File: src/sigma_delta_pkg.sv
// Shared constants and types for the sigma-delta converter channel back end.
// Assumes a single 25 MHz clock domain; all users import the whole package.
package sigma_delta_pkg;

  localparam int RAW_W    = 30;
  localparam int ACC_W    = 31;
  localparam int RESULT_W = 16;

  // Base-two logarithm of each oversampling ratio.
  localparam logic [3:0] LOG2_OSR_32   = 4'h5;
  localparam logic [3:0] LOG2_OSR_64   = 4'h6;
  localparam logic [3:0] LOG2_OSR_128  = 4'h7;
  localparam logic [3:0] LOG2_OSR_256  = 4'h8;
  localparam logic [3:0] LOG2_OSR_512  = 4'h9;
  localparam logic [3:0] LOG2_OSR_1024 = 4'hA;

  // Ratio select field encodings.
  localparam logic [1:0] RATIO_SEL_0 = 2'h0;
  localparam logic [1:0] RATIO_SEL_1 = 2'h1;
  localparam logic [1:0] RATIO_SEL_2 = 2'h2;

  // Conversion number at which result events are first raised, per delay select.
  localparam logic [1:0] DELAY_SEL_FOURTH = 2'h0;
  localparam logic [1:0] DELAY_SEL_THIRD  = 2'h1;
  localparam logic [1:0] DELAY_SEL_SECOND = 2'h2;
  localparam logic [2:0] SETTLE_FOURTH    = 3'h4;
  localparam logic [2:0] SETTLE_THIRD     = 3'h3;
  localparam logic [2:0] SETTLE_SECOND    = 3'h2;
  localparam logic [2:0] SETTLE_FIRST     = 3'h1;

  // Modulator clock divider: divide by 1, 2, 4 or 8.
  localparam logic [2:0] DIV_MAX_1 = 3'h0;
  localparam logic [2:0] DIV_MAX_2 = 3'h1;
  localparam logic [2:0] DIV_MAX_4 = 3'h3;
  localparam logic [2:0] DIV_MAX_8 = 3'h7;

  // Values after reset.
  localparam logic                RESET_LOW_BITS_ACCESS = 1'b0;
  localparam logic [RESULT_W-1:0] RESET_READ_DATA       = 16'h0000;
  localparam logic [2:0]          RESET_CONV_COUNT      = 3'h0;

  typedef enum logic [1:0] {
    CONV_IDLE,
    CONV_SYNC,
    CONV_RUN
  } conv_state_t;

  typedef struct packed {
    logic unipolar_select;
    logic twos_complement_select;
  } data_format_t;

  typedef struct packed {
    logic [1:0] oversampling_ratio_select;
    logic       extended_ratio_select;
  } ratio_cfg_t;

  typedef struct packed {
    logic strobe;
    logic byte_wide;
  } result_read_t;

endpackage : sigma_delta_pkg

File: src/sinc3_decimator.sv
// Third-order comb decimator for a one-bit modulator stream.
// Assumes sample_tick is a one-cycle strobe on clock and log2 ratio is 5 to 10.
`timescale 1ns/1ps
module sinc3_decimator
  import sigma_delta_pkg::*;
#(
  parameter int STAGES = 3
) (
  input  wire logic             clock,
  input  wire logic             reset,
  input  wire logic             clear,
  input  wire logic             sample_tick,
  input  wire logic             sample_bit,
  input  wire logic [3:0]       ratio_log2,
  output logic                  out_valid,
  output logic [RAW_W-1:0]      out_value
);

  wire  [ACC_W-1:0] integ [STAGES+1];
  wire  [ACC_W-1:0] diff  [STAGES+1];
  logic [9:0]       phase;

  wire [9:0]       phase_last = 10'((32'h1 << ratio_log2) - 1);
  wire             decimate   = sample_tick && (phase == phase_last);
  wire [5:0]       raw_width  = 6'(3 * ratio_log2);
  wire [ACC_W-1:0] full_scale = ACC_W'(1) << raw_width;

  assign integ[0] = {{(ACC_W-1){1'b0}}, sample_bit};
  assign diff[0]  = integ[STAGES];

  genvar s;
  generate
    for (s = 0; s < STAGES; s++) begin : g_stage
      logic [ACC_W-1:0] acc;
      logic [ACC_W-1:0] delay;
      // Integrators run at the modulator rate, combs at the decimated rate.
      always_ff @(posedge clock or posedge reset) begin
        if (reset) begin
          acc   <= '0;
          delay <= '0;
        end else if (clear) begin
          acc   <= '0;
          delay <= '0;
        end else begin
          if (sample_tick) begin
            acc <= acc + integ[s];
          end
          if (decimate) begin
            delay <= diff[s];
          end
        end
      end
      assign integ[s+1] = acc;
      assign diff[s+1]  = diff[s] - delay;
    end
  endgenerate

  always_ff @(posedge clock or posedge reset) begin
    if (reset) begin
      phase     <= '0;
      out_valid <= 1'b0;
      out_value <= '0;
    end else if (clear) begin
      phase     <= '0;
      out_valid <= 1'b0;
    end else begin
      out_valid <= decimate;
      if (sample_tick) begin
        phase <= decimate ? 10'h000 : phase + 10'h001;
      end
      // Exact full scale needs one more bit than the output has, so it is clipped.
      if (decimate) begin
        out_value <= (diff[STAGES] >= full_scale) ?
                     RAW_W'(full_scale - ACC_W'(1)) : RAW_W'(diff[STAGES]);
      end
    end
  end

endmodule : sinc3_decimator

File: src/sigma_delta_channel.sv
// One converter channel back end: clock selection, decimation, result formatting,
// result read path, flags and start/stop control including channel grouping.
// Assumes software controls arrive as same-clock strobes and levels, and the
// modulator bit arrives from the analog side asynchronously.
`timescale 1ns/1ps
module sigma_delta_channel
  import sigma_delta_pkg::*;
(
  input  wire logic                        clock,
  input  wire logic                        reset,
  input  wire logic                        modulator_bit,
  input  wire logic [2:0]                  source_ticks,
  input  wire logic [1:0]                  modulator_clock_source,
  input  wire logic [1:0]                  modulator_clock_divider,
  input  wire sigma_delta_pkg::ratio_cfg_t   ratio_cfg,
  input  wire sigma_delta_pkg::data_format_t data_format,
  input  wire logic [1:0]                  interrupt_delay_select,
  input  wire logic                        single_conversion_select,
  input  wire logic                        group_with_next,
  input  wire logic                        prev_group_with_next,
  input  wire logic                        master_start,
  input  wire logic                        master_decimate,
  input  wire logic                        start_set,
  input  wire logic                        start_clear,
  input  wire sigma_delta_pkg::result_read_t result_read,
  input  wire logic                        low_bits_access_write,
  input  wire logic                        low_bits_access_value,
  input  wire logic                        low_bits_toggle,
  input  wire logic                        ready_clear,
  input  wire logic                        overrun_clear,
  output logic [RESULT_W-1:0]              read_data,
  output logic                             start_conversion_bit,
  output logic                             low_bits_access,
  output logic                             result_ready_flag,
  output logic                             result_overrun_flag,
  output logic                             is_group_master,
  output logic                             decimate_pulse
);

  import sigma_delta_pkg::*;

  conv_state_t      state;
  conv_state_t      next_state;
  logic             bit_meta;
  logic             bit_sync;
  logic [2:0]       div_count;
  logic             master_start_q;
  logic [2:0]       conv_count;
  logic [RAW_W-1:0] raw_q;
  logic [3:0]       raw_log2_q;
  logic             filter_valid;
  logic [RAW_W-1:0] filter_value;

  // Modulator tick: source select, then divide by 1, 2, 4 or 8.
  wire       source_tick = (modulator_clock_source == 2'h0) ? 1'b1 :
                           source_ticks[modulator_clock_source - 2'h1];
  wire [2:0] div_max     = (modulator_clock_divider == 2'h0) ? DIV_MAX_1 :
                           (modulator_clock_divider == 2'h1) ? DIV_MAX_2 :
                           (modulator_clock_divider == 2'h2) ? DIV_MAX_4 : DIV_MAX_8;
  wire       mod_tick    = source_tick && (div_count == div_max);

  // Ratio decode; unused extended encodings fall back to the largest ratio.
  wire [1:0] rsel       = ratio_cfg.oversampling_ratio_select;
  wire [3:0] ratio_log2 = !ratio_cfg.extended_ratio_select ?
                          ((rsel == RATIO_SEL_0) ? LOG2_OSR_256 :
                           (rsel == RATIO_SEL_1) ? LOG2_OSR_128 :
                           (rsel == RATIO_SEL_2) ? LOG2_OSR_64  : LOG2_OSR_32) :
                          ((rsel == RATIO_SEL_0) ? LOG2_OSR_512 : LOG2_OSR_1024);

  // Grouping roles.
  wire grouped_slave = group_with_next;
  wire master_rise   = master_start && !master_start_q;
  wire master_fall   = !master_start && master_start_q;
  assign is_group_master = !group_with_next && prev_group_with_next;

  // A channel that is not running keeps its filter cleared.
  wire running      = (state == CONV_RUN);
  wire filter_clear = !running;
  assign decimate_pulse = running && filter_valid;

  // Settling count before results are announced.
  wire [2:0] settle_need = (interrupt_delay_select == DELAY_SEL_FOURTH) ? SETTLE_FOURTH :
                           (interrupt_delay_select == DELAY_SEL_THIRD)  ? SETTLE_THIRD  :
                           (interrupt_delay_select == DELAY_SEL_SECOND) ? SETTLE_SECOND :
                                                                          SETTLE_FIRST;
  wire [2:0] conv_number = (conv_count == 3'h7) ? conv_count : conv_count + 3'h1;
  wire       settled     = conv_number >= settle_need;
  wire       new_result  = decimate_pulse;
  wire       announce    = new_result && settled;
  wire       single_done = announce && single_conversion_select;

  // Start bit control: set by software or master, cleared by software, master or
  // completion of a single conversion; a set in the same cycle wins.
  wire start_on  = start_set || (grouped_slave && master_rise);
  wire start_off = start_clear || (grouped_slave && master_fall) || single_done;
  wire next_start = start_on ? 1'b1 : (start_off ? 1'b0 : start_conversion_bit);

  always_comb begin
    next_state = state;
    case (state)
      CONV_IDLE: begin
        if (next_start) begin
          next_state = grouped_slave ? CONV_SYNC : CONV_RUN;
        end
      end
      CONV_SYNC: begin
        if (!next_start) begin
          next_state = CONV_IDLE;
        end else if (master_decimate) begin
          next_state = CONV_RUN;
        end
      end
      CONV_RUN: begin
        if (!next_start) begin
          next_state = CONV_IDLE;
        end
      end
      default: begin
        next_state = CONV_IDLE;
      end
    endcase
  end

  // Result formatting.
  wire [5:0]       raw_width   = 6'(3 * raw_log2_q);
  wire [RAW_W-1:0] sign_bit    = RAW_W'(1) << (raw_width - 6'h01);
  wire             twos_mode   = data_format.twos_complement_select &&
                                 !data_format.unipolar_select;
  wire [RAW_W-1:0] raw_fmt     = twos_mode ? (raw_q ^ sign_bit) : raw_q;
  wire [4:0]       align_shift = 5'(6'h1E - raw_width);
  wire [RAW_W-1:0] aligned     = raw_fmt << align_shift;
  wire [RAW_W-1:0] above_mid   = aligned[RAW_W-1] ?
                                 {1'b0, aligned[RAW_W-2:0]} : '0;
  wire [RESULT_W-1:0] bipolar_word  = aligned[RAW_W-1:RAW_W-16];
  wire [RESULT_W-1:0] unipolar_word = above_mid[RAW_W-2:RAW_W-17];
  wire [RESULT_W-1:0] high_word     = data_format.unipolar_select ?
                                      unipolar_word : bipolar_word;
  wire [RESULT_W-1:0] low_word      = raw_fmt[RESULT_W-1:0];
  wire [RESULT_W-1:0] byte_word     = {8'h00, raw_fmt[7:0]};
  wire [RESULT_W-1:0] read_select   = result_read.byte_wide ? byte_word :
                                      (low_bits_access ? low_word : high_word);

  // Low-bit access: toggled by reads only, never by writes of the toggle bit.
  wire next_access = result_read.strobe && low_bits_toggle ? !low_bits_access :
                     (low_bits_access_write ? low_bits_access_value : low_bits_access);

  always_ff @(posedge clock or posedge reset) begin
    if (reset) begin
      bit_meta <= 1'b0;
      bit_sync <= 1'b0;
    end else begin
      bit_meta <= modulator_bit;
      bit_sync <= bit_meta;
    end
  end

  always_ff @(posedge clock or posedge reset) begin
    if (reset) begin
      div_count <= '0;
    end else if (source_tick) begin
      div_count <= (div_count >= div_max) ? 3'h0 : div_count + 3'h1;
    end
  end

  always_ff @(posedge clock or posedge reset) begin
    if (reset) begin
      state                <= CONV_IDLE;
      start_conversion_bit <= 1'b0;
      master_start_q       <= 1'b0;
    end else begin
      state                <= next_state;
      start_conversion_bit <= next_start;
      master_start_q       <= master_start;
    end
  end

  always_ff @(posedge clock or posedge reset) begin
    if (reset) begin
      conv_count <= RESET_CONV_COUNT;
    end else if (!running) begin
      conv_count <= RESET_CONV_COUNT;
    end else if (new_result) begin
      conv_count <= conv_number;
    end
  end

  always_ff @(posedge clock or posedge reset) begin
    if (reset) begin
      raw_q      <= '0;
      raw_log2_q <= LOG2_OSR_256;
    end else if (new_result) begin
      raw_q      <= filter_value;
      raw_log2_q <= ratio_log2;
    end
  end

  always_ff @(posedge clock or posedge reset) begin
    if (reset) begin
      result_ready_flag   <= 1'b0;
      result_overrun_flag <= 1'b0;
    end else begin
      if (announce) begin
        result_ready_flag <= 1'b1;
      end else if (result_read.strobe || ready_clear) begin
        result_ready_flag <= 1'b0;
      end
      if (announce && result_ready_flag && !result_read.strobe) begin
        result_overrun_flag <= 1'b1;
      end else if (overrun_clear) begin
        result_overrun_flag <= 1'b0;
      end
    end
  end

  always_ff @(posedge clock or posedge reset) begin
    if (reset) begin
      low_bits_access <= RESET_LOW_BITS_ACCESS;
      read_data       <= RESET_READ_DATA;
    end else begin
      low_bits_access <= next_access;
      if (result_read.strobe) begin
        read_data <= read_select;
      end
    end
  end

  sinc3_decimator #(
    .STAGES (3)
  ) u_filter (
    .clock       (clock),
    .reset       (reset),
    .clear       (filter_clear),
    .sample_tick (mod_tick),
    .sample_bit  (bit_sync),
    .ratio_log2  (ratio_log2),
    .out_valid   (filter_valid),
    .out_value   (filter_value)
  );

endmodule : sigma_delta_channel

File: config.mk
export PLATFORM = sky130hd
export DESIGN_NAME = sigma_delta_channel
export DESIGN_NICKNAME = d
export VERILOG_FILES = /design/src/sigma_delta_pkg.sv /design/src/sinc3_decimator.sv /design/src/sigma_delta_channel.sv
export SDC_FILE = /design/constraint.sdc
export NUM_CORES = 1
export LEC_CHECK = 0
export BUFFER_PORTS_ARGS = -buffer_cell sky130_fd_sc_hd__buf_2
export CAP_MARGIN = 25
export CELL_PAD_IN_SITES_DETAIL_PLACEMENT = 2
export CELL_PAD_IN_SITES_GLOBAL_PLACEMENT = 2
export CORE_ASPECT_RATIO = 0.6
export CORE_MARGIN = 2
export CORE_UTILIZATION = 35
export CTS_CLUSTER_DIAMETER = 150
export DETAILED_ROUTE_END_ITERATION = 8
export GPL_TIMING_DRIVEN = 0
export PLACE_DENSITY_LB_ADDON = 0.1
export SLEW_MARGIN = 20
export SYNTH_ARGS = -nofsm -noshare
export SYNTH_HDL_FRONTEND = slang
export SYNTH_SLANG_ARGS = --single-unit
File: constraint.sdc
create_clock -name clock -period 10.3 [get_ports clock]
set_input_delay 2.06 -clock clock [delete_from_list [all_inputs] [get_ports clock]]
set_output_delay 2.06 -clock clock [all_outputs]
set_load 0.005 [all_outputs]
==> flow_metrics.tcl <==
set metrics [dict create \
    start_util_pct 35.2 \
    status "complete, no violations" \
    tritoncts "yes" \
    r2r_cells 37 \
    syn_inst 3008 \
    cts_resized 0 \
    hold_end "bit_sync" \
    regToRegStartpoint "u_filter.g_stage[2].acc[0]" \
    drive_above_1_share_pct 6.02 \
    min_path_type "reg2reg" \
    clockPowerShare_pct 17.6 \
    htreeDepth 2 \
    cap_violations 0 \
    routed_wl_microns 107000 \
    worst_pin_slew_ps 1240 \
    netlist_area_sq_um 23900 \
    pwr-share-seq_pct 14.2 \
    hold_violations 0 \
    area_growth_pct 12.0 \
    netlist_top_cells_area "dfrtp_1 (31%), ha_1 (9.9%), nand2_1 (7.7%)" \
    via_per_inst 5.89 \
    period_needed_ps 9570 \
    globalRouteMet2Util_pct 41.4 \
    rsz0062_at_grt "no" \
    synth_cell_type_count 98 \
    required_ps 10710 \
    gp_congestion 0.949 \
    dp_slack_ps 947 \
    insertion_delay_ps 600 \
    path_buf_inv 3 \
    num_rows 74 \
    die_w_microns 341 \
    cts_buffers 37 \
    die_area_sq_um 70300 \
    cts.sinks 292 \
    num_vias 23875 \
    layout.nets 3336 \
    ctsLongestPathBuffers 3 \
    cts-root-buf "clkbuf_16" \
    antenna_found_initial 8 \
    clock-skew-final_ps 43.2 \
    max_stage_delay_ps 700 \
    end_kind "flip-flop" \
    cp_max_fo 10 \
    first_iter_violations 1897 \
    fin_crit_sh_pct 92.9 \
    dp_hpwl_microns 86100 \
    final-setup-viol-count 0 \
    fp.dieH_microns 206 \
    crit_arrival_ps 9970 \
    ctsHoldBuffers 0 \
    fin_util_pct 39.4 \
    met3_usage_pct 7.21 \
    track_usage_pct 30.3 \
    ys_seq_area_share_pct 30.6 \
    cts_setup_buffers 0 \
    synth_area_per_cell_sq_um 7.93 \
    first_pass_iters 5 \
    ys_seq_elements 292 \
    dpl_cell_area_sq_um 25400 \
    synth_edf_count 0 \
    grt_max_degree 95 \
    p_int_mw 4.11 \
    hold_path_depth 0 \
    power.density_nw_per_um2 311 \
    slew_violations 0 \
    grt_pass1_vias 24990 \
    grt.overflow.total 0 \
    r2r_slack_ps 730 \
    postSynth.asyncResetShare_pct 100 \
    synthesis.yosys.warnings 0 \
    io_buffers 52 \
    ir_worst_vdd_mv 0.394 \
    io_pins 53 \
    yosys.area.top_type_share_pct 30.5 \
    drc 0 \
    combPwrFrac_pct 68.2 \
    synth_top_area_cell "dfrtp_1" \
    cp-start-kind "flip-flop" \
    synthFlopType "dfrtp_1" \
    leakage_nw 11.5 \
    ant_nets 0 \
    design_area_sq_um 26700 \
    avgRoutedWirePerCell_microns 26.4 \
    grtUsageMet1_pct 47.9 \
    fmax_mhz 105 \
    swShare_pct 50.5 \
    power.switching_mw 4.20 \
    min_from "bit_meta" \
    cts.reportedPaths.clkPinSlew_ps 60 \
    relSlewSlack_pct 17.1 \
    core_area_sq_um 67800 \
    top_usage_layer "met1" \
    grt_pass1_wl_microns 162000 \
    path_delay_family "compound AO/OA/AOI/OAI gates" \
    crit_type "reg2reg" \
    crit-reg2reg-capture "u_filter.out_value[3]" \
    slowest_stage "o41ai_1" \
    fin_ws_ps 735 \
]
worst max path at each step:
stage / start / to / slack (ps) / cells past startpoint
finish: u_filter.g_stage[2].acc[0] / u_filter.out_value[3] / 730 / 37
global route: u_filter.g_stage[2].acc[0] / u_filter.out_value[3] / 40 / 38
CTS: u_filter.g_stage[2].acc[0] / u_filter.out_value[13] / 890 / 40
detailed placement: u_filter.g_stage[2].acc[0] / u_filter.out_value[13] / 950 / 40
global placement: reset / raw_q[26] / -4040 / 2
floorplan: reset / bit_meta / 180 / 1
cell type report:
cell class	instances	area, sq um
diodes	2	5.00
plain buffers	129	522
clock buffers	51	1110
clock inverters	15	206
fillers	7821	41100
inverters	169	642
multi-input cells	2424	15400
flip-flops and latches	292	7310
well taps	912	1140
repair buffers	58	365
per-stage QoR:
stage,hold WS (ps),std cells,total power [mW],setup TNS [ps]
detailed placement,345,3982,6.78,0
CTS,361,4048,8.28,0
finish,356,4052,8.31,0
global route,371,4050,8.91,0
floorplan,331,3014,5.18,0
global placement,342,3978,6.54,-1151990
logic make-up (layout without fill, tap and decap cells):
| logic type | Yosys count | in the layout | synth area share (%) |
|---|---|---|---|
| other | 2 | 10 | 0.0315 |
| AND/OR/NAND/NOR | 1079 | 1079 | 20.4 |
| buffers and inverters | 298 | 422 | 4.84 |
| flip-flops | 292 | 292 | 30.6 |
| adder cells (fa/ha/maj) | 194 | 194 | 10.4 |
| XOR/XNOR | 201 | 201 | 7.44 |
| multiplexers | 47 | 47 | 2.27 |
| AO/OA/AOI/OAI | 895 | 895 | 24.0 |
synthesized netlist by cell type, types with 8 or more instances:
master	count
dfrtp_1	291
o21ai_0	119
a211oi_1	46
o21bai_1	16
or2_2	10
a22o_1	12
o31ai_1	16
o22ai_1	32
mux2i_1	35
nand3_1	73
or4_1	9
inv_1	166
a21oi_1	347
nand4_1	36
xor2_1	64
xnor2_1	135
and2_1	12
nand2b_1	29
o211ai_1	24
o221ai_1	9
nand3b_1	18
nor3_1	67
a211o_1	8
nor2_1	223
a31oi_1	31
o21a_1	35
o2bb2ai_1	8
buf_1	11
clkbuf_1	106
a21o_1	75
and3_1	23
ha_1	188
nand2_1	492
o21ai_1	9
or3_1	25
nor2b_1	25
nor4_1	15
buf_2	8
worst reg2reg max path, delay by kind of cell (launching register included):
kind | cells | cell delay, ps
buf+inv | 3 | 860
compound gates | 12 | 3010
xor+xnor | 4 | 1030
simple gates | 13 | 2470
flops | 1 | 430
fa+ha+maj | 5 | 1570
state kept, by name, indices dropped and copies added, names as in the netlist, 3 cells and up:
register,count
u_filter.g_stage.acc,93
u_filter.g_stage.delay,93
raw_q,30
u_filter.out_value,30
read_data,16
u_filter.phase,10
raw_log2_q,4
conv_count,3
div_count,3
power groups by stage:
stage | registers, mW | logic, mW | clock network [mW]
6_report | 1.18 | 5.67 | 1.46
5_1_grt | 1.18 | 6.19 | 1.53
4_1_cts | 1.18 | 5.61 | 1.49
3_5_place_dp | 1.20 | 5.58 | 0
3_3_place_gp | 1.20 | 5.33 | 0
2_1_floorplan | 1.20 | 3.98 | 0
cell usage in the layout, fill, tap and decap left out, types with 29 or more instances in the layout:
cell type	count
ha_1	188
xnor2_1	135
nor3_1	67
mux2i_1	35
buf_2	60
nor2_1	222
xor2_1	64
a211oi_1	45
inv_1	165
a21o_1	75
a31oi_1	31
a21oi_1	347
clkbuf_1	108
o21a_1	35
nand4_1	36
o22ai_1	32
nand2b_1	29
nand2_1	492
clkbuf_16	39
o21ai_0	119
nand3_1	73
dfrtp_1	291
metal layers:
metal,vias up,part of all wire (%)
li1,10905,-
met1,12257,53
met2,619,38
met3,86,7.2
met4,8,1.2
met5,-,0.053
Power figures use the tool's default switching activity.
